$ cat src/include/timer16_defines.svh
`ifndef TIMER16_DEFINES_SVH
`define TIMER16_DEFINES_SVH

// ----------------------------------------------------------------------
// Register indices (byte address is four times the index)
// ----------------------------------------------------------------------
`define IDX_CAPTURE_LOW 8'h24
`define IDX_CAPTURE_HIGH 8'h25
`define IDX_COMPARE_B_LOW 8'h28
`define IDX_COMPARE_B_HIGH 8'h29
`define IDX_COMPARE_A_LOW 8'h2a
`define IDX_COMPARE_A_HIGH 8'h2b
`define IDX_COUNT_LOW 8'h2c
`define IDX_COUNT_HIGH 8'h2d
`define IDX_CONTROL_B 8'h2e
`define IDX_CONTROL_A 8'h2f
`define IDX_FLAGS 8'h38
`define IDX_ENABLES 8'h39
`define IDX_GLOBAL 8'h3f

// ----------------------------------------------------------------------
// Field positions
// ----------------------------------------------------------------------
`define CA_MODE_A_LSB 6
`define CA_MODE_B_LSB 4
`define CA_PWM_LSB 0
`define CB_NC_BIT 7
`define CB_EDGE_BIT 6
`define CB_CTC_BIT 3
`define CB_CS_LSB 0
`define FL_OVF_BIT 7
`define FL_CMPA_BIT 6
`define FL_CMPB_BIT 5
`define FL_CAP_BIT 3
`define GL_IE_BIT 7

// ----------------------------------------------------------------------
// Encodings and counts
// ----------------------------------------------------------------------
`define PWM_OFF 2'b00
`define PWM_8 2'b01
`define PWM_9 2'b10
`define PWM_10 2'b11
`define TOP_8 10'h0ff
`define TOP_9 10'h1ff
`define TOP_10 10'h3ff
`define CS_STOP 3'b000
`define CS_DIV1 3'b001
`define CS_DIV8 3'b010
`define CS_DIV64 3'b011
`define CS_DIV256 3'b100
`define CS_DIV1024 3'b101
`define CS_EXT_FALL 3'b110
`define CS_EXT_RISE 3'b111
`define DIV8_MASK 10'h007
`define DIV64_MASK 10'h03f
`define DIV256_MASK 10'h0ff
`define DIV1024_MASK 10'h3ff
`define COUNT_MAX 16'hffff
`define COUNT_ZERO 16'h0000
`define NC_SAMPLES 4
`define RESP_OKAY 2'b00
`define RESP_SLVERR 2'b10

`endif

$ cat src/include/timer16_pkg.sv
package timer16_pkg;

  typedef enum logic {DIR_UP, DIR_DOWN} count_dir_t;
  typedef logic [1:0] out_mode_t;
  typedef logic [2:0] clk_sel_t;

endpackage : timer16_pkg

$ cat src/design/capture_unit.sv
`timescale 1ns/1ns
`default_nettype none
`include "timer16_defines.svh"

module capture_unit #(
  parameter int SAMPLES = `NC_SAMPLES
) (
  input wire logic aclk,
  input wire logic aresetn,
  input wire logic pin,
  input wire logic noise_cancel,
  input wire logic rising,
  output logic hit_q
);

  if (SAMPLES < 2) begin : g_bad_samples
    $error("capture_unit needs at least two samples");
  end

  logic s1_q, s2_q, s3_q, level_q, filt_q, filt_d;
  logic [SAMPLES-1:0] hist_q;

  // ----------------------------------------------------------------------
  // Synchroniser and filter
  // ----------------------------------------------------------------------
  always_ff @(posedge aclk)
  begin
    if (!aresetn)
    begin
      s1_q <= 1'b0;
      s2_q <= 1'b0;
      s3_q <= 1'b0;
    end
    else
    begin
      s1_q <= pin;
      s2_q <= s1_q;
      s3_q <= s2_q;
    end
  end

  always_ff @(posedge aclk)
  begin
    if (!aresetn)
      level_q <= 1'b0;
    else if (s2_q == s3_q)
      level_q <= s3_q;
  end

  always_ff @(posedge aclk)
  begin
    if (!aresetn)
      hist_q <= '0;
    else
      hist_q <= {hist_q[SAMPLES-2:0], level_q};
  end

  always_comb
  begin
    filt_d = filt_q;
    if (!noise_cancel)
      filt_d = level_q;
    else if (&hist_q)
      filt_d = 1'b1;
    else if (~|hist_q)
      filt_d = 1'b0;
  end

  // A level change after a change of edge select is still one edge only.
  always_ff @(posedge aclk)
  begin
    if (!aresetn)
    begin
      filt_q <= 1'b0;
      hit_q <= 1'b0;
    end
    else
    begin
      filt_q <= filt_d;
      hit_q <= (filt_d != filt_q) && (filt_d == rising);
    end
  end

  single_hit_a : assert property (
    @(posedge aclk) disable iff (!aresetn) hit_q |=> !hit_q)
    else $error("capture hit lasted more than one cycle");

endmodule : capture_unit
`default_nettype wire

$ cat src/design/pwm_channel.sv
`timescale 1ns/1ns
`default_nettype none
`include "timer16_defines.svh"

module pwm_channel #(
  parameter int CW = 10
) (
  input wire logic aclk,
  input wire logic aresetn,
  input wire logic enable,
  input wire logic tick,
  input wire logic dir_up,
  input wire logic [CW-1:0] count_next,
  input wire logic [CW-1:0] compare,
  input wire logic [CW-1:0] top,
  input wire logic undivided,
  input wire timer16_pkg::out_mode_t mode,
  output logic out_q,
  output logic oe
);

  if (CW != 10) begin : g_bad_width
    $error("pwm_channel serves a 10-bit compare only");
  end

  logic match, up_act, down_act;

  assign match = enable && tick && (count_next == compare);
  assign oe = enable && mode[1];

  // At TOP both matches coincide, so the undivided clock leaves the pin.
  always_comb
  begin
    up_act = 1'b0;
    down_act = 1'b0;
    if (match && mode[1])
    begin
      if (compare == top)
        down_act = !undivided;
      else if (compare == '0)
        up_act = 1'b1;
      else if (dir_up)
        up_act = 1'b1;
      else
        down_act = 1'b1;
    end
  end

  always_ff @(posedge aclk)
  begin
    if (!aresetn)
      out_q <= 1'b0;
    else if (up_act)
      out_q <= mode[0];
    else if (down_act)
      out_q <= !mode[0];
  end

  out_disc_a : assert property (
    @(posedge aclk) disable iff (!aresetn)
    !mode[1] |-> !oe ##1 $stable(out_q))
    else $error("output driven in a disconnected mode");

  up_clear_a : assert property (
    @(posedge aclk) disable iff (!aresetn)
    (match && mode == 2'b10 && dir_up && compare != top) |=> !out_q)
    else $error("non-inverted output not cleared on up match");

endmodule : pwm_channel
`default_nettype wire

$ cat src/design/timer16_capture_phase_pwm.sv
// Added by the designer: the AXI4-Lite interface to the registers.
`timescale 1ns/1ns
`default_nettype none
`include "timer16_defines.svh"

module timer16_capture_phase_pwm #(
  parameter int ADDR_W = 10
) (
  input wire logic aclk,
  input wire logic aresetn,
  input wire logic [ADDR_W-1:0] awaddr,
  input wire logic awvalid,
  output logic awready,
  input wire logic [31:0] wdata,
  input wire logic [3:0] wstrb,
  input wire logic wvalid,
  output logic wready,
  output logic [1:0] bresp,
  output logic bvalid,
  input wire logic bready,
  input wire logic [ADDR_W-1:0] araddr,
  input wire logic arvalid,
  output logic arready,
  output logic [31:0] rdata,
  output logic [1:0] rresp,
  output logic rvalid,
  input wire logic rready,
  input wire logic capture_input_pin,
  input wire logic ext_clock_pin,
  output logic pwm_out_a,
  output logic pwm_oe_a,
  output logic pwm_out_b,
  output logic pwm_oe_b,
  output logic overflow_irq,
  output logic compare_a_irq,
  output logic compare_b_irq,
  output logic capture_irq
);

  if (ADDR_W < 10) begin : g_bad_addr
    $error("address bus too narrow for the register map");
  end

  function automatic logic [7:0] reg_index(input logic [ADDR_W-1:0] a);
    reg_index = a[9:2];
  endfunction : reg_index

  function automatic logic [9:0] top_of(input logic [1:0] sel);
    case (sel)
      `PWM_8: top_of = `TOP_8;
      `PWM_9: top_of = `TOP_9;
      default: top_of = `TOP_10;
    endcase
  endfunction : top_of

  logic [15:0] capture_q, count_q, count_d, step, hold_a_q, hold_b_q;
  logic [15:0] act_a_q, act_b_q, top16;
  logic [7:0] temp_q, wr_idx, rd_idx, rdata_d;
  logic [9:0] presc_q, top10;
  logic [1:0] pwm_sel_q, rresp_d, bresp_d;
  timer16_pkg::out_mode_t mode_a_q, mode_b_q;
  timer16_pkg::clk_sel_t cs_q;
  timer16_pkg::count_dir_t dir_q, dir_d;
  logic nc_q, edge_q, ctc_q, gie_q, bvalid_q, rvalid_q;
  logic ovf_q, cmpa_q, cmpb_q, cap_q, en_ovf_q, en_cmpa_q, en_cmpb_q;
  logic en_cap_q, wr_go, wr_en, rd_go, tick, pwm_on, ovf_evt, latch;
  logic hit_cap, hit_ext, match_a, match_b, cnt_wr, clr_wr;
  logic [31:0] rdata_q;
  logic [1:0] rresp_q, bresp_q;

  assign pwm_on = pwm_sel_q != `PWM_OFF;
  assign top10 = top_of(pwm_sel_q);
  assign top16 = {6'h00, top10};

  // ----------------------------------------------------------------------
  // Register bus
  // ----------------------------------------------------------------------
  assign wr_go = awvalid && wvalid && !bvalid_q;
  assign awready = wr_go;
  assign wready = wr_go;
  assign wr_en = wr_go && wstrb[0];
  assign wr_idx = reg_index(awaddr);
  assign rd_go = arvalid && !rvalid_q;
  assign arready = rd_go;
  assign rd_idx = reg_index(araddr);
  assign bvalid = bvalid_q;
  assign bresp = bresp_q;
  assign rvalid = rvalid_q;
  assign rdata = rdata_q;
  assign rresp = rresp_q;
  assign cnt_wr = wr_en && wr_idx == `IDX_COUNT_LOW;
  assign clr_wr = wr_en && wr_idx == `IDX_FLAGS;

  always_comb
  begin
    case (wr_idx)
      `IDX_COMPARE_A_LOW, `IDX_COMPARE_A_HIGH, `IDX_COMPARE_B_LOW,
      `IDX_COMPARE_B_HIGH, `IDX_COUNT_LOW, `IDX_COUNT_HIGH,
      `IDX_CONTROL_A, `IDX_CONTROL_B, `IDX_FLAGS, `IDX_ENABLES,
      `IDX_GLOBAL, `IDX_CAPTURE_LOW, `IDX_CAPTURE_HIGH:
        bresp_d = `RESP_OKAY;
      default: bresp_d = `RESP_SLVERR;
    endcase
  end

  always_comb
  begin
    rresp_d = `RESP_OKAY;
    case (rd_idx)
      `IDX_CAPTURE_LOW: rdata_d = capture_q[7:0];
      `IDX_CAPTURE_HIGH: rdata_d = temp_q;
      `IDX_COMPARE_A_LOW: rdata_d = hold_a_q[7:0];
      `IDX_COMPARE_A_HIGH: rdata_d = hold_a_q[15:8];
      `IDX_COMPARE_B_LOW: rdata_d = hold_b_q[7:0];
      `IDX_COMPARE_B_HIGH: rdata_d = hold_b_q[15:8];
      `IDX_COUNT_LOW: rdata_d = count_q[7:0];
      `IDX_COUNT_HIGH: rdata_d = temp_q;
      `IDX_CONTROL_A: rdata_d = {mode_a_q, mode_b_q, 2'b00, pwm_sel_q};
      `IDX_CONTROL_B: rdata_d = {nc_q, edge_q, 2'b00, ctc_q, cs_q};
      `IDX_FLAGS: rdata_d = {ovf_q, cmpa_q, cmpb_q, 1'b0, cap_q, 3'b000};
      `IDX_ENABLES:
        rdata_d = {en_ovf_q, en_cmpa_q, en_cmpb_q, 1'b0, en_cap_q, 3'b000};
      `IDX_GLOBAL: rdata_d = {gie_q, 7'h00};
      default:
      begin
        rdata_d = 8'h00;
        rresp_d = `RESP_SLVERR;
      end
    endcase
  end

  always_ff @(posedge aclk)
  begin
    if (!aresetn)
    begin
      bvalid_q <= 1'b0;
      bresp_q <= `RESP_OKAY;
    end
    else if (wr_go)
    begin
      bvalid_q <= 1'b1;
      bresp_q <= bresp_d;
    end
    else if (bready)
      bvalid_q <= 1'b0;
  end

  always_ff @(posedge aclk)
  begin
    if (!aresetn)
    begin
      rvalid_q <= 1'b0;
      rdata_q <= 32'h00000000;
      rresp_q <= `RESP_OKAY;
    end
    else if (rd_go)
    begin
      rvalid_q <= 1'b1;
      rdata_q <= {24'h000000, rdata_d};
      rresp_q <= rresp_d;
    end
    else if (rready)
      rvalid_q <= 1'b0;
  end

  // ----------------------------------------------------------------------
  // Control registers and shared temporary byte
  // ----------------------------------------------------------------------
  always_ff @(posedge aclk)
  begin
    if (!aresetn)
    begin
      mode_a_q <= 2'b00;
      mode_b_q <= 2'b00;
      pwm_sel_q <= `PWM_OFF;
      nc_q <= 1'b0;
      edge_q <= 1'b0;
      ctc_q <= 1'b0;
      cs_q <= `CS_STOP;
      en_ovf_q <= 1'b0;
      en_cmpa_q <= 1'b0;
      en_cmpb_q <= 1'b0;
      en_cap_q <= 1'b0;
      gie_q <= 1'b0;
    end
    else if (wr_en)
    begin
      case (wr_idx)
        `IDX_CONTROL_A:
        begin
          mode_a_q <= wdata[`CA_MODE_A_LSB+:2];
          mode_b_q <= wdata[`CA_MODE_B_LSB+:2];
          pwm_sel_q <= wdata[`CA_PWM_LSB+:2];
        end
        `IDX_CONTROL_B:
        begin
          nc_q <= wdata[`CB_NC_BIT];
          edge_q <= wdata[`CB_EDGE_BIT];
          ctc_q <= wdata[`CB_CTC_BIT];
          cs_q <= wdata[`CB_CS_LSB+:3];
        end
        `IDX_ENABLES:
        begin
          en_ovf_q <= wdata[`FL_OVF_BIT];
          en_cmpa_q <= wdata[`FL_CMPA_BIT];
          en_cmpb_q <= wdata[`FL_CMPB_BIT];
          en_cap_q <= wdata[`FL_CAP_BIT];
        end
        `IDX_GLOBAL: gie_q <= wdata[`GL_IE_BIT];
        default: ;
      endcase
    end
  end

  // Software must not interleave 16-bit accesses; the byte is shared.
  always_ff @(posedge aclk)
  begin
    if (!aresetn)
      temp_q <= 8'h00;
    else if (wr_en && (wr_idx == `IDX_COMPARE_A_HIGH ||
             wr_idx == `IDX_COMPARE_B_HIGH || wr_idx == `IDX_COUNT_HIGH))
      temp_q <= wdata[7:0];
    else if (rd_go && rd_idx == `IDX_CAPTURE_LOW)
      temp_q <= capture_q[15:8];
    else if (rd_go && rd_idx == `IDX_COUNT_LOW)
      temp_q <= count_q[15:8];
  end

  // ----------------------------------------------------------------------
  // Timer clock and counter
  // ----------------------------------------------------------------------
  capture_unit #(.SAMPLES(`NC_SAMPLES)) u_ext_clock (
    .aclk(aclk),
    .aresetn(aresetn),
    .pin(ext_clock_pin),
    .noise_cancel(1'b0),
    .rising(cs_q[0]),
    .hit_q(hit_ext)
  );

  always_ff @(posedge aclk)
  begin
    if (!aresetn)
      presc_q <= 10'h000;
    else
      presc_q <= presc_q + 10'h001;
  end

  always_comb
  begin
    case (cs_q)
      `CS_DIV1: tick = 1'b1;
      `CS_DIV8: tick = (presc_q & `DIV8_MASK) == `DIV8_MASK;
      `CS_DIV64: tick = (presc_q & `DIV64_MASK) == `DIV64_MASK;
      `CS_DIV256: tick = (presc_q & `DIV256_MASK) == `DIV256_MASK;
      `CS_DIV1024: tick = (presc_q & `DIV1024_MASK) == `DIV1024_MASK;
      `CS_EXT_FALL, `CS_EXT_RISE: tick = hit_ext;
      default: tick = 1'b0;
    endcase
  end

  always_comb
  begin
    step = count_q + 16'h0001;
    dir_d = timer16_pkg::DIR_UP;
    ovf_evt = 1'b0;
    if (pwm_on)
    begin
      dir_d = dir_q;
      if (dir_q == timer16_pkg::DIR_UP)
      begin
        if (count_q >= top16)
        begin
          step = count_q - 16'h0001;
          dir_d = timer16_pkg::DIR_DOWN;
        end
      end
      else if (count_q == `COUNT_ZERO)
      begin
        dir_d = timer16_pkg::DIR_UP;
        ovf_evt = tick;
      end
      else
        step = count_q - 16'h0001;
    end
    else if (ctc_q && count_q == act_a_q)
      step = `COUNT_ZERO;
    else
      ovf_evt = tick && count_q == `COUNT_MAX;
    if (pwm_on && dir_q == timer16_pkg::DIR_UP && count_q == `COUNT_ZERO)
      ovf_evt = tick;
    count_d = count_q;
    if (cnt_wr)
      count_d = {temp_q, wdata[7:0]};
    else if (tick)
      count_d = step;
  end

  always_ff @(posedge aclk)
  begin
    if (!aresetn)
    begin
      count_q <= `COUNT_ZERO;
      dir_q <= timer16_pkg::DIR_UP;
    end
    else
    begin
      count_q <= count_d;
      if (tick || !pwm_on)
        dir_q <= dir_d;
    end
  end

  // ----------------------------------------------------------------------
  // Compare registers and outputs
  // ----------------------------------------------------------------------
  assign latch = tick && !cnt_wr && pwm_on && dir_q == timer16_pkg::DIR_UP
                 && step == top16;
  assign match_a = tick && !cnt_wr &&
                   (pwm_on ? step[9:0] == act_a_q[9:0] : step == act_a_q);
  assign match_b = tick && !cnt_wr &&
                   (pwm_on ? step[9:0] == act_b_q[9:0] : step == act_b_q);

  always_ff @(posedge aclk)
  begin
    if (!aresetn)
    begin
      hold_a_q <= 16'h0000;
      hold_b_q <= 16'h0000;
    end
    else if (wr_en && wr_idx == `IDX_COMPARE_A_LOW)
      hold_a_q <= {temp_q, wdata[7:0]};
    else if (wr_en && wr_idx == `IDX_COMPARE_B_LOW)
      hold_b_q <= {temp_q, wdata[7:0]};
  end

  always_ff @(posedge aclk)
  begin
    if (!aresetn)
    begin
      act_a_q <= 16'h0000;
      act_b_q <= 16'h0000;
    end
    else if (!pwm_on || latch)
    begin
      act_a_q <= hold_a_q;
      act_b_q <= hold_b_q;
    end
  end

  // The direction of the move into the next count, so a match met just
  // after a turn at TOP or zero takes the new direction.
  pwm_channel #(.CW(10)) u_pwm_a (
    .aclk(aclk),
    .aresetn(aresetn),
    .enable(pwm_on && !cnt_wr),
    .tick(tick),
    .dir_up(dir_d == timer16_pkg::DIR_UP),
    .count_next(step[9:0]),
    .compare(act_a_q[9:0]),
    .top(top10),
    .undivided(cs_q == `CS_DIV1),
    .mode(mode_a_q),
    .out_q(pwm_out_a),
    .oe(pwm_oe_a)
  );

  pwm_channel #(.CW(10)) u_pwm_b (
    .aclk(aclk),
    .aresetn(aresetn),
    .enable(pwm_on && !cnt_wr),
    .tick(tick),
    .dir_up(dir_d == timer16_pkg::DIR_UP),
    .count_next(step[9:0]),
    .compare(act_b_q[9:0]),
    .top(top10),
    .undivided(cs_q == `CS_DIV1),
    .mode(mode_b_q),
    .out_q(pwm_out_b),
    .oe(pwm_oe_b)
  );

  // ----------------------------------------------------------------------
  // Capture and flags
  // ----------------------------------------------------------------------
  capture_unit #(.SAMPLES(`NC_SAMPLES)) u_capture (
    .aclk(aclk),
    .aresetn(aresetn),
    .pin(capture_input_pin),
    .noise_cancel(nc_q),
    .rising(edge_q),
    .hit_q(hit_cap)
  );

  always_ff @(posedge aclk)
  begin
    if (!aresetn)
      capture_q <= 16'h0000;
    else if (hit_cap)
      capture_q <= count_q;
  end

  // A hardware event in the clearing cycle wins over the write of one.
  always_ff @(posedge aclk)
  begin
    if (!aresetn)
    begin
      ovf_q <= 1'b0;
      cmpa_q <= 1'b0;
      cmpb_q <= 1'b0;
      cap_q <= 1'b0;
    end
    else
    begin
      ovf_q <= ovf_evt || (ovf_q && !(clr_wr && wdata[`FL_OVF_BIT]));
      cmpa_q <= match_a || (cmpa_q && !(clr_wr && wdata[`FL_CMPA_BIT]));
      cmpb_q <= match_b || (cmpb_q && !(clr_wr && wdata[`FL_CMPB_BIT]));
      cap_q <= hit_cap || (cap_q && !(clr_wr && wdata[`FL_CAP_BIT]));
    end
  end

  assign overflow_irq = ovf_q && en_ovf_q && gie_q;
  assign compare_a_irq = cmpa_q && en_cmpa_q && gie_q;
  assign compare_b_irq = cmpb_q && en_cmpb_q && gie_q;
  assign capture_irq = cap_q && en_cap_q && gie_q;

  capture_load_a : assert property (
    @(posedge aclk) disable iff (!aresetn)
    hit_cap |=> capture_q == $past(count_q) && cap_q)
    else $error("capture did not load counter and flag");

  temp_low_a : assert property (
    @(posedge aclk) disable iff (!aresetn)
    (rd_go && rd_idx == `IDX_CAPTURE_LOW && !wr_en)
    |=> temp_q == $past(capture_q[15:8]))
    else $error("capture low read did not load temp");

  pwm_range_a : assert property (
    @(posedge aclk) disable iff (!aresetn)
    (pwm_on && $stable(pwm_sel_q) && count_q <= top16 && !cnt_wr)
    |=> count_q <= $past(top16))
    else $error("counter left zero to TOP range");

  overflow_pwm_a : assert property (
    @(posedge aclk) disable iff (!aresetn)
    (tick && pwm_on && count_q == `COUNT_ZERO) |=> ovf_q)
    else $error("overflow flag missed when leaving zero");

  latch_top_a : assert property (
    @(posedge aclk) disable iff (!aresetn)
    latch |=> act_a_q == $past(hold_a_q) && count_q == top16)
    else $error("compare not latched at TOP");

  irq_gate_a : assert property (
    @(posedge aclk) disable iff (!aresetn)
    (hit_cap && en_cap_q && gie_q && !(wr_en && (wr_idx == `IDX_ENABLES
    || wr_idx == `IDX_GLOBAL))) |=> capture_irq)
    else $error("capture interrupt missing with flag and enables");

endmodule : timer16_capture_phase_pwm
`default_nettype wire

$ cat config.mk
export PLATFORM = sky130hd
export DESIGN_NAME = timer16_capture_phase_pwm
export DESIGN_NICKNAME = d
export VERILOG_FILES = /design/src/include/timer16_pkg.sv /design/src/design/capture_unit.sv /design/src/design/pwm_channel.sv /design/src/design/timer16_capture_phase_pwm.sv
export VERILOG_INCLUDE_DIRS = /design/src /design/src/include
export SDC_FILE = /design/constraint.sdc
export NUM_CORES = 1
export LEC_CHECK = 0
export BUFFER_PORTS_ARGS = -buffer_cell sky130_fd_sc_hd__buf_2
export CORE_ASPECT_RATIO = 2
export CORE_MARGIN = 1.5
export CORE_UTILIZATION = 25
export DETAILED_ROUTE_END_ITERATION = 10
export GPL_TIMING_DRIVEN = 0
export SLEW_MARGIN = 25
export SYNTH_ARGS = -nofsm -noshare
export SYNTH_HDL_FRONTEND = slang
export SYNTH_HIERARCHICAL = 1
export SYNTH_SLANG_ARGS = --single-unit
$ cat constraint.sdc
create_clock -name aclk -period 4 [get_ports aclk]
set_input_delay 0.4 -clock aclk [delete_from_list [all_inputs] [get_ports aclk]]
set_output_delay 0.4 -clock aclk [all_outputs]
set_load 0.005 [all_outputs]
# After elaboration in Yosys (flattened, before gate mapping)
# Memories as Yosys holds them, arrays and structs flattened.
# Cells that the tools add are included.
[totals] ff_bits=168 rom_bits=64 inputBits=65 output_inout_bits=49 wordCells=242 mem_count=1
[classes] n_addsub=3 n_lt_le_gt_ge=1 n_eq_ne=52 mux=51 n_bitwise=2 reduce_logical=87
[memory_table] memory="(name not given)" words=64 word_bits=1 read_ports=1 rd_ports_with_merged_regs=0 wr=0 line_no="timer16_capture_phase_pwm.sv:96" source="case (wr_idx)"
[ops] cell="== test 8 x 6 -> 1 bit, second input constant" count=24
[ops] cell="two-way mux 16 bit" count=7
[ops] cell="one-hot mux 8 bit (12 select lines)" count=1
[ops] cell="== test 16 bit" count=3
[ops] cell="logical AND 1 bit" count=47
[ops] cell="== test 10 bit" count=4
[ops] cell="two-way mux 1 bit" count=36
[ops] cell="two-way mux 8 bit" count=3
[ops] cell="zero test 10 bit" count=2
[ops] cell="one-hot mux 10 bit (2 select lines)" count=1
[ops] cell="adder 16 x 1 -> 16 bit, second input constant" count=1
[ops] cell="== test 16 x 10 -> 1 bit" count=1
[ops] cell="== test 16 bit, second input constant" count=1
[ops] cell="greater-or-equal comparator 16 x 10 -> 1 bit" count=1
[ops] cell="zero test 16 bit" count=1
[ops] cell="subtractor 16 x 1 -> 16 bit, second input constant" count=1
[ops] cell="== test 3 bit, second input constant" count=5
[ops] cell="OR reduction 13 bit" count=1
[ops] cell="nonzero test 2 bit" count=6
[ops] cell="zero test 1 bit" count=11
[ops] cell="adder 10 x 1 -> 10 bit, second input constant" count=1
[ops] cell="== test 10 bit, second input constant" count=1
[ops] cell="AND reduction 2 bit" count=5
[ops] cell="== test 8 bit, second input constant" count=1
[ops] cell="other kinds (16)" count=31

# Logic depth before layout (Yosys ltp)
# Gate-level depths: netlist of the first run.
[logic_depth] word_depth=12 mapped_depth=17 mapped_depth_nobuf=15

# By module
# The synthesis of the first run kept the hierarchy.
[by_module_without_submodules] mod="timer16_capture_phase_pwm" instances=1 cells_each=1236 area_each_um2=9887.0 seq_area_each_um2=2962.8
[by_module_without_submodules] mod="capture_unit" instances=2 cells_each=33 area_each_um2=351.6 seq_area_each_um2=200.2
[by_module_without_submodules] mod="pwm_channel" instances=2 cells_each=41 area_each_um2=332.8 seq_area_each_um2=20.0

# Least setup slack after synthesis of the first run
# OpenSTA, ideal clock, no wires.
[synth_timing] path_kind="flip-flop to flip-flop" from="reg count_q[0]" to="reg u_pwm_a.out_q" setup_time_ns=0.142 t_arrival_ns=3.662 t_required_ns=3.858 path_slack_ns=0.196 stages_incl_launch_ff=17 path_buffers=4 synth_period_minus_slack_ns=3.804 path_cell_list="dfxtp_1 clkbuf_1 inv_1 ha_1 nor4bb_1 a41o_1 o21ba_2 buf_2 buf_1 clkbuf_1 a22oi_1 a21oi_1 xnor2_1 nand3_1 nor4_1 and4bb_1 a311oi_1"
[synth_between] elab_chain_len=9 elab_cells_between_ends=28 cone_classes="add/sub (2); order compare (1); eq/ne (2); mux (18); reduce/logical (5)"
[synth_rtl] item="start, declared" line_no="timer16_capture_phase_pwm.sv:56" source="logic [15:0] capture_q, count_q, count_d, step, hold_a_q, hold_b_q;"
[synth_rtl] item="start signal, assigned" line_no="timer16_capture_phase_pwm.sv:303" source="count_q <= `COUNT_ZERO;"
[synth_rtl] item="start signal, assigned" line_no="timer16_capture_phase_pwm.sv:308" source="count_q <= count_d;"
[synth_rtl] item="adder 16 x 1 -> 16 bit (tied with other cells)" line_no="timer16_capture_phase_pwm.sv:264" source="step = count_q + 16'h0001;"
[synth_rtl] item="two-way mux 16 bit (tied with other cells)" line_no="timer16_capture_phase_pwm.sv:272" source="if (count_q >= top16)"
[synth_rtl] item="two-way mux 16 bit (on tied branches)" line_no="timer16_capture_phase_pwm.sv:270, timer16_capture_phase_pwm.sv:286"
[synth_rtl] item="two-way mux 16 bit *" line_no="timer16_capture_phase_pwm.sv:267" source="if (pwm_on)"
[synth_rtl] item="net step[4]" line_no="timer16_capture_phase_pwm.sv:56"
[synth_rtl] item="== test 10 bit *" line_no="pwm_channel.sv:28" source="assign match = enable && tick && (count_next == compare);"
[synth_rtl] item="logical AND 1 bit *" line_no="pwm_channel.sv:28"
[synth_rtl] item="logical AND 1 bit *" line_no="pwm_channel.sv:36" source="if (match && mode[1])"
[synth_rtl] item="two-way mux 1 bit" line_no="pwm_channel.sv:36"
[synth_rtl] item="two-way mux 1 bit / nonzero test 2 bit (equally long branches)"
[synth_rtl] item="end signal, assigned" line_no="pwm_channel.sv:54" source="out_q <= mode[0];"
[synth_rtl] item="end signal, assigned" line_no="pwm_channel.sv:56" source="out_q <= !mode[0];"
[synth_rtl] item="end, declared" line_no="pwm_channel.sv:18" source="output logic out_q,"
# Mark *: on every way through the listed nets, which the timed path passes. The rest lies on a longest branch.
# A chain may end at the register's enable or synchronous reset.

# Worst setup path in the final report of the first run
[layout_timing] from="reg count_q[6]" to="reg act_a_q[13]"
[layout_between] elab_chain_len=7 elab_cells_between_ends=14 cone_classes="add/sub (2); order compare (1); eq/ne (2); mux (5); reduce/logical (4)"
[layout_rtl] item="adder 16 x 1 -> 16 bit (tied with other cells)" line_no="timer16_capture_phase_pwm.sv:264"
[layout_rtl] item="two-way mux 16 bit (tied with other cells)" line_no="timer16_capture_phase_pwm.sv:272"
[layout_rtl] item="two-way mux 16 bit (on tied branches)" line_no="timer16_capture_phase_pwm.sv:270, timer16_capture_phase_pwm.sv:286"
[layout_rtl] item="two-way mux 16 bit *" line_no="timer16_capture_phase_pwm.sv:267"
[layout_rtl] item="== test 16 x 10 -> 1 bit *" line_no="timer16_capture_phase_pwm.sv:318" source="&& step == top16;"
[layout_rtl] item="logical AND 1 bit *" line_no="timer16_capture_phase_pwm.sv:318"
[layout_rtl] item="logical OR 1 bit *" line_no="timer16_capture_phase_pwm.sv:344" source="else if (!pwm_on || latch)"
[layout_rtl] item="end signal, assigned" line_no="timer16_capture_phase_pwm.sv:346" source="act_a_q <= hold_a_q;"
[layout_rtl] item="end, declared" line_no="timer16_capture_phase_pwm.sv:57" source="logic [15:0] act_a_q, act_b_q, top16;"
# Mark *: on every way between the ends. The rest lies on a longest branch, timed or not.

==> results.sh, run 1 <==
export IMPL_yosysMostFrequentCell="dfxtp_1"
export IMPL_portBuffers=50
export IMPL_routed_via_density=5.58
export IMPL_h_tree_depth=4
export IMPL_crit_chain="buf_6 -> or4_4 -> buf_6 -> o31ai_4 -> a21oi_1 -> or3_1 -> a2111oi_2 -> nand4_1 -> or4_4 -> or2_4 -> buf_6 -> o311ai_4"
export IMPL_ant_nets=0
export IMPL_post_route_period_util=0.984
export IMPL_grt_pass1_vias=11400
export IMPL_gr_total_overflow=0
export IMPL_cp_data_arrival_time_ns=4.27
export IMPL_stdcell_count=2090
export IMPL_die_x_um=153
export IMPL_drive_above_1_share=0.184
export IMPL_routed_wl_um=55600
export IMPL_regToRegStartpoint="count_q[6]"
export IMPL_cp_required_ns=4.34
export IMPL_synthCells=1384
export IMPL_postSynthAreaPerCell_um2=8.13
export IMPL_antenna_found_initial=0
export IMPL_die_area_um2=46400
export IMPL_setup_viol=0
export IMPL_yosysWarnings=6
export IMPL_clkSlewWorstSetupHoldPaths_ns=0.07
export IMPL_worstHoldPathType="in2reg"
export IMPL_synth_edf_count=0
export IMPL_clkLatencyLatePin_ns=0.45
export IMPL_ir_worst_vdd_uv=210
export IMPL_start_kind="register"
export IMPL_die_h_um=303
export IMPL_maxCapViolCount=0
export IMPL_crit_path_start="count_q[6]"
export IMPL_yosysTopAreaCellShare=0.302
export IMPL_relSlewSlack=0.286
export IMPL_synth_top_family_by_area="simple AND/OR/NAND/NOR gates"
export IMPL_drc=5
export IMPL_synth_xor_area_share=0.0731
export IMPL_worstMarginPinSlew_ns=1.07
export IMPL_tns_ns=0
export IMPL_wl_per_cell_um=26.6
export IMPL_grt_pass1_wl_um=79000
export IMPL_max_freq_ghz=0.254
export IMPL_gp_congestion=0.983
export IMPL_layout_min_cycle_time_ns=3.93
export IMPL_syn_to_final_growth_pct=22.9
export IMPL_cts_buffers_inserted=17
export IMPL_synth_top_area_cell="dfxtp_1"
export IMPL_synthTopCellsByArea="dfxtp_1 (30%), mux2i_1 (9.3%), xnor2_1 (5.4%)"
export IMPL_dp_worst_setup_slack_ns=-2.21
export IMPL_critPathMaxFanout=10
export IMPL_muxShareOfSynthArea=0.112
export IMPL_grt_max_degree=26
export IMPL_cts_path_max_buffers=2
export IMPL_async_flop_share=0
export IMPL_ys_seq_area_frac=0.302
export IMPL_slowest_delay_ns=0.64
export IMPL_synth_ff_latch_count=170
export IMPL_regToRegSetupSlack_ns=0.07
export IMPL_crit_type="reg2reg"
export IMPL_synth_simple_area_share=0.229
export IMPL_rows=109
export IMPL_reg2reg_depth=12
export IMPL_setup_slack_ns=0.0651
export IMPL_ys_types=85
export IMPL_violations="DRC"
export IMPL_diodes=0
export IMPL_dp_cells=2037
export IMPL_finalPower_uw=3620
export IMPL_synth_compound_area_frac=0.202
export IMPL_design_portCount=114
export IMPL_syn_cell_area_um2=11300
export IMPL_synthTopCellsByCount="dfxtp_1 (170), nor2_1 (156), mux2i_1 (105)"
export IMPL_p_leak_uw=0.00506
export IMPL_crit_slowest_cell="or4_4"
export IMPL_core_area_um2=44300
export IMPL_drv_slew=0
export IMPL_dp_hpwl_um=42900
export IMPL_crit_end="act_a_q[13]"
export IMPL_p_per_area_nw_per_um2=261
export IMPL_layout_nets=1599
export IMPL_final_setup_skew_ns=0.0113
export IMPL_cts_tree="built"
export IMPL_first_iter_violations=898
export IMPL_crit_top_cell="buf_6"
export IMPL_cts_hold_buf=0
export IMPL_r2r_end="act_a_q[13]"
export IMPL_final_hold_violation_count=0
export IMPL_cts_sinks=170
export IMPL_cp_end_kind="register"
export IMPL_fill_cells=4665
export IMPL_drtPass1Iterations=10
export IMPL_synth_fa_ha_area_frac=0.0100
export IMPL_clock_root_buffer="clkbuf_16"
export IMPL_synth_flop_cell="dfxtp_1"
export IMPL_initial_core_util=0.254
export IMPL_grt_usage=0.238
export IMPL_vias=11700
export IMPL_status="finished with violations"
-- where the power goes --
group          internal (uW)  switching [uW]
combinational           72.2             142
sequential              1700            9.81
clock                    963             725
-- sequential cells by signal, summed over array words and instances, names as in the netlist, 2 cells and up --
name and cells:
act_a_q 16, act_b_q 16, capture_q 16, count_q 16, hold_a_q 16, hold_b_q 16, presc_q 10, rdata 8
temp_q 8, u_capture/hist_q 4, u_ext_clock/hist_q 4, cs_q 3, mode_a_q 2, mode_b_q 2, pwm_sel_q 2
-- per-stage QoR --
step	util	area, um2	hold slack (ns)
after detailed placement	0.281	12500	0.424
after global routing	0.312	13800	0.137
after floorplan	-	11400	0.412
after CTS	0.305	13500	0.132
final	0.312	13800	0.150
after global placement	0.279	12400	0.424
-- critical path, delay by kind of cell, from the launching register on --
family	cells	cell delay [ns]
flip-flops	1	0.39
AND/OR/NAND/NOR	5	1.90
buffers and inverters	3	0.51
AO/OA/AOI/OAI	4	1.02
-- cell type report --
| class | count | area, um2 | share of cell area |
|---|---|---|---|
| plain buffers | 138 | 757 | 0.0547 |
| clock buffers | 20 | 467 | 0.0337 |
| clock inverters | 9 | 113 | 0.00814 |
| repair buffers | 85 | 536 | 0.0387 |
| well taps | 555 | 694 | 0.0502 |
| inverters | 24 | 106 | 0.00769 |
| flip-flops and latches | 170 | 3420 | 0.247 |
| multi-input cells | 1089 | 7740 | 0.560 |
-- cells by family after synthesis --
| family | count (synthesis) |
|---|---|
| muxes | 118 |
| buffers and inverters | 169 |
| xor gates and xnor gates | 94 |
| AOI/OAI and AO/OA | 322 |
| adders and majority gates | 9 |
| DFF | 170 |
| other | 2 |
| and+or+nand+nor | 500 |
-- worst min path at each step --
stage / startpoint / end / slack [ns] / cells after the start
2_1_floorplan: u_capture/s1_q / u_capture/s2_q / 0.41 / 1
3_3_place_gp: u_capture/s1_q / u_capture/s2_q / 0.42 / 1
3_5_place_dp: u_capture/s1_q / u_capture/s2_q / 0.42 / 1
4_1_cts: ext_clock_pin / u_ext_clock/s1_q / 0.13 / 2
5_1_grt: ext_clock_pin / u_ext_clock/s1_q / 0.14 / 2
6_report: capture_input_pin / u_capture/s1_q / 0.15 / 2
-- layer usage --
layer / vias to the layer above / share of wire / GRT usage
met2: 539 / 0.52 / 0.450
met4: 0 / 0.11 / 0.223
li1: 5315 / - / -
met5: - / 0 / 0
met3: 203 / 0.045 / 0.0336
met1: 5606 / 0.33 / 0.218
-- cell usage in the layout, fill, tap and decap left out, types with 7 or more instances in the layout --
cell	count
mux2_2	7
xnor2_1	70
dfxtp_1	161
inv_1	20
nand4_1	18
clkbuf_2	9
nor3_1	26
clkbuf_16	18
buf_4	61
a21oi_1	45
and2_1	23
a31oi_1	9
nand2_1	96
conb_1	46
dfxtp_2	7
mux2i_1	101
a32oi_1	32
o211ai_1	10
clkbuf_1	70
nor2_1	154
and3_1	20
nor3b_1	34
o311ai_1	20
xor2_1	23
nand3_1	36
a22oi_1	10
nand2b_1	14
o21ai_0	70
buf_2	61
or3_1	11
o311ai_2	12
a211oi_1	23
o22ai_1	7
-- what timing repair did --
action,4_1_cts,5_1_grt
pin swaps,9,7
setup endpoints to repair,52,48
gates resized for setup,71,70
cloned,0,0
setup buffers,26,5
endpoints found under the hold margin,0,0
(Power assumes the default switching activity.)
==> inputs of run 2 (changes only) <==
Settings changed: SETUP_SLACK_MARGIN from default to 0.2.
==> results.sh, run 2 (synthesis gave the netlist of run 1 again) <==
export IMPL_cts_sinks=170
export IMPL_maxCapViolCount=0
export IMPL_p_per_area_nw_per_um2=254
export IMPL_die_h_um=303
export IMPL_cp_end_kind="register"
export IMPL_drv_slew=0
export IMPL_cp_data_arrival_time_ns=4.26
export IMPL_crit_type="reg2reg"
export IMPL_die_area_um2=46400
export IMPL_worstHoldPathType="in2reg"
export IMPL_drive_above_1_share=0.218
export IMPL_routed_wl_um=53400
export IMPL_antenna_found_initial=1
export IMPL_clkSlewWorstSetupHoldPaths_ns=0.07
export IMPL_hold_end="u_capture/s1_q"
export IMPL_r2r_end="act_a_q[13]"
export IMPL_wl_per_cell_um=25.2
export IMPL_cts_path_max_buffers=2
export IMPL_status="finished with violations"
export IMPL_final_common_cell="dfxtp_1"
export IMPL_relSlewSlack=0.353
export IMPL_grt_max_degree=26
export IMPL_syn_to_final_growth_pct=28.8
export IMPL_mostFrequentLayoutCells="dfxtp_1 (156), nor2_1 (154), mux2i_1 (101)"
export IMPL_first_iter_violations=923
export IMPL_gp_congestion=0.999
export IMPL_initial_core_util=0.254
export IMPL_regToRegStartpoint="count_q[0]"
export IMPL_regToRegSetupSlack_ns=0.06
export IMPL_die_x_um=153
export IMPL_portBuffers=50
export IMPL_reg2reg_depth=14
export IMPL_grt_usage=0.226
export IMPL_hold_start="capture_input_pin"
export IMPL_grt_pass1_wl_um=76400
export IMPL_layout_nets=1625
export IMPL_diodes=0
export IMPL_final_setup_skew_ns=0.0107
export IMPL_ir_worst_vdd_uv=440
export IMPL_cts_hold_buf=0
export IMPL_clkLatencyLatePin_ns=0.44
export IMPL_violations="DRC"
export IMPL_core_area_um2=44300
export IMPL_start_kind="register"
export IMPL_min_path_cells=2
export IMPL_p_leak_uw=0.00584
export IMPL_max_freq_ghz=0.254
export IMPL_layout_min_cycle_time_ns=3.94
export IMPL_final_core_util=0.327
export IMPL_worstMarginPinSlew_ns=0.963
export IMPL_gr_total_overflow=0
export IMPL_routed_via_density=5.60
export IMPL_design_portCount=114
export IMPL_dp_hpwl_um=40800
export IMPL_cts_tree="built"
export IMPL_clock_root_buffer="clkbuf_16"
export IMPL_cts_buffers_inserted=17
export IMPL_tns_ns=0
export IMPL_vias=11900
export IMPL_final_hold_violation_count=0
export IMPL_post_route_period_util=0.986
export IMPL_h_tree_depth=4
export IMPL_cp_required_ns=4.31
export IMPL_ant_nets=0
export IMPL_rsz0062_at_grt="true"
export IMPL_drtPass1Iterations=8
export IMPL_grt_pass1_vias=11700
export IMPL_critPathMaxFanout=10
export IMPL_rows=109
export IMPL_drc=4
export IMPL_setup_viol=0
## run 2: what timing repair did
action | in CTS | in global routing
setup endpoints to repair | 61 | 47
setup buffers | 29 | 19
resized for setup | 131 | 107
gates cloned | 1 | 3
pin swaps | 18 | 30
## run 2: worst max-delay path by stage
stage / start / endpoint / slack [ns] / cells after the start
2_1_floorplan: count_q[0] / u_pwm_a/out_q / 0.23 / 16
3_3_place_gp: count_q[0] / act_a_q[13] / -2.24 / 13
3_5_place_dp: count_q[0] / act_b_q[14] / -1.66 / 13
4_1_cts: count_q[0] / act_b_q[14] / 0.14 / 12
5_1_grt: count_q[9] / act_b_q[14] / 0.02 / 11
6_report: count_q[0] / act_a_q[13] / 0.06 / 14
## run 2: per-layer routing
| layer | share of wire | GRT usage | vias up |
|---|---|---|---|
| met1 | 0.31 | 0.194 | 5658 |
| met5 | 0.00024 | 0 | - |
| li1 | - | - | 5378 |
| met2 | 0.51 | 0.413 | 584 |
| met4 | 0.13 | 0.261 | 2 |
| met3 | 0.051 | 0.0390 | 239 |
## run 2: cell type report
| cell class | count | area, um2 |
|---|---|---|
| multi-input cells | 1090 | 8100 |
| inverters | 24 | 111 |
| fillers | 4603 | 29800 |
| clock inverters | 14 | 183 |
| repair buffers | 103 | 704 |
| clock buffers | 18 | 429 |
| plain buffers | 145 | 847 |
| flip-flops and latches | 170 | 3430 |
| well taps | 555 | 694 |
## run 2: critical path, stage by stage (launching register included)
cell        delay (ns)
dfxtp_4           0.39
clkbuf_16         0.14
clkinvlp_4        0.12
ha_2              0.21
nor4bb_4          0.15
a41o_1            0.22
o21ba_4           0.27
buf_4             0.14
a31oi_2           0.11
and3_4            0.33
or3_4             0.46
or3_1             0.33
clkbuf_4          0.20
clkbuf_2          0.27
o311ai_4          0.46
## run 2: through the flow
stage / setup slack, ns / hold slack (ns) / instances / power (uW) / area [um2]
2_1_floorplan: 0.226 / 0.412 / 1428 / 1870 / 11400
3_3_place_gp: -2.24 / 0.423 / 2033 / 1950 / 12400
3_5_place_dp: -1.66 / 0.430 / 2035 / 1960 / 12400
4_1_cts: 0.141 / 0.150 / 2097 / 3690 / 13900
5_1_grt: 0.0219 / 0.155 / 2119 / 3790 / 14500
6_report: 0.0569 / 0.165 / 2119 / 3680 / 14500
## run 2: report_power, final
group / switching, uW / internal (uW) / total (uW)
Clock: 759 / 999 / 1760
Sequential: 8.89 / 1700 / 1710
Combinational: 141 / 72.7 / 214
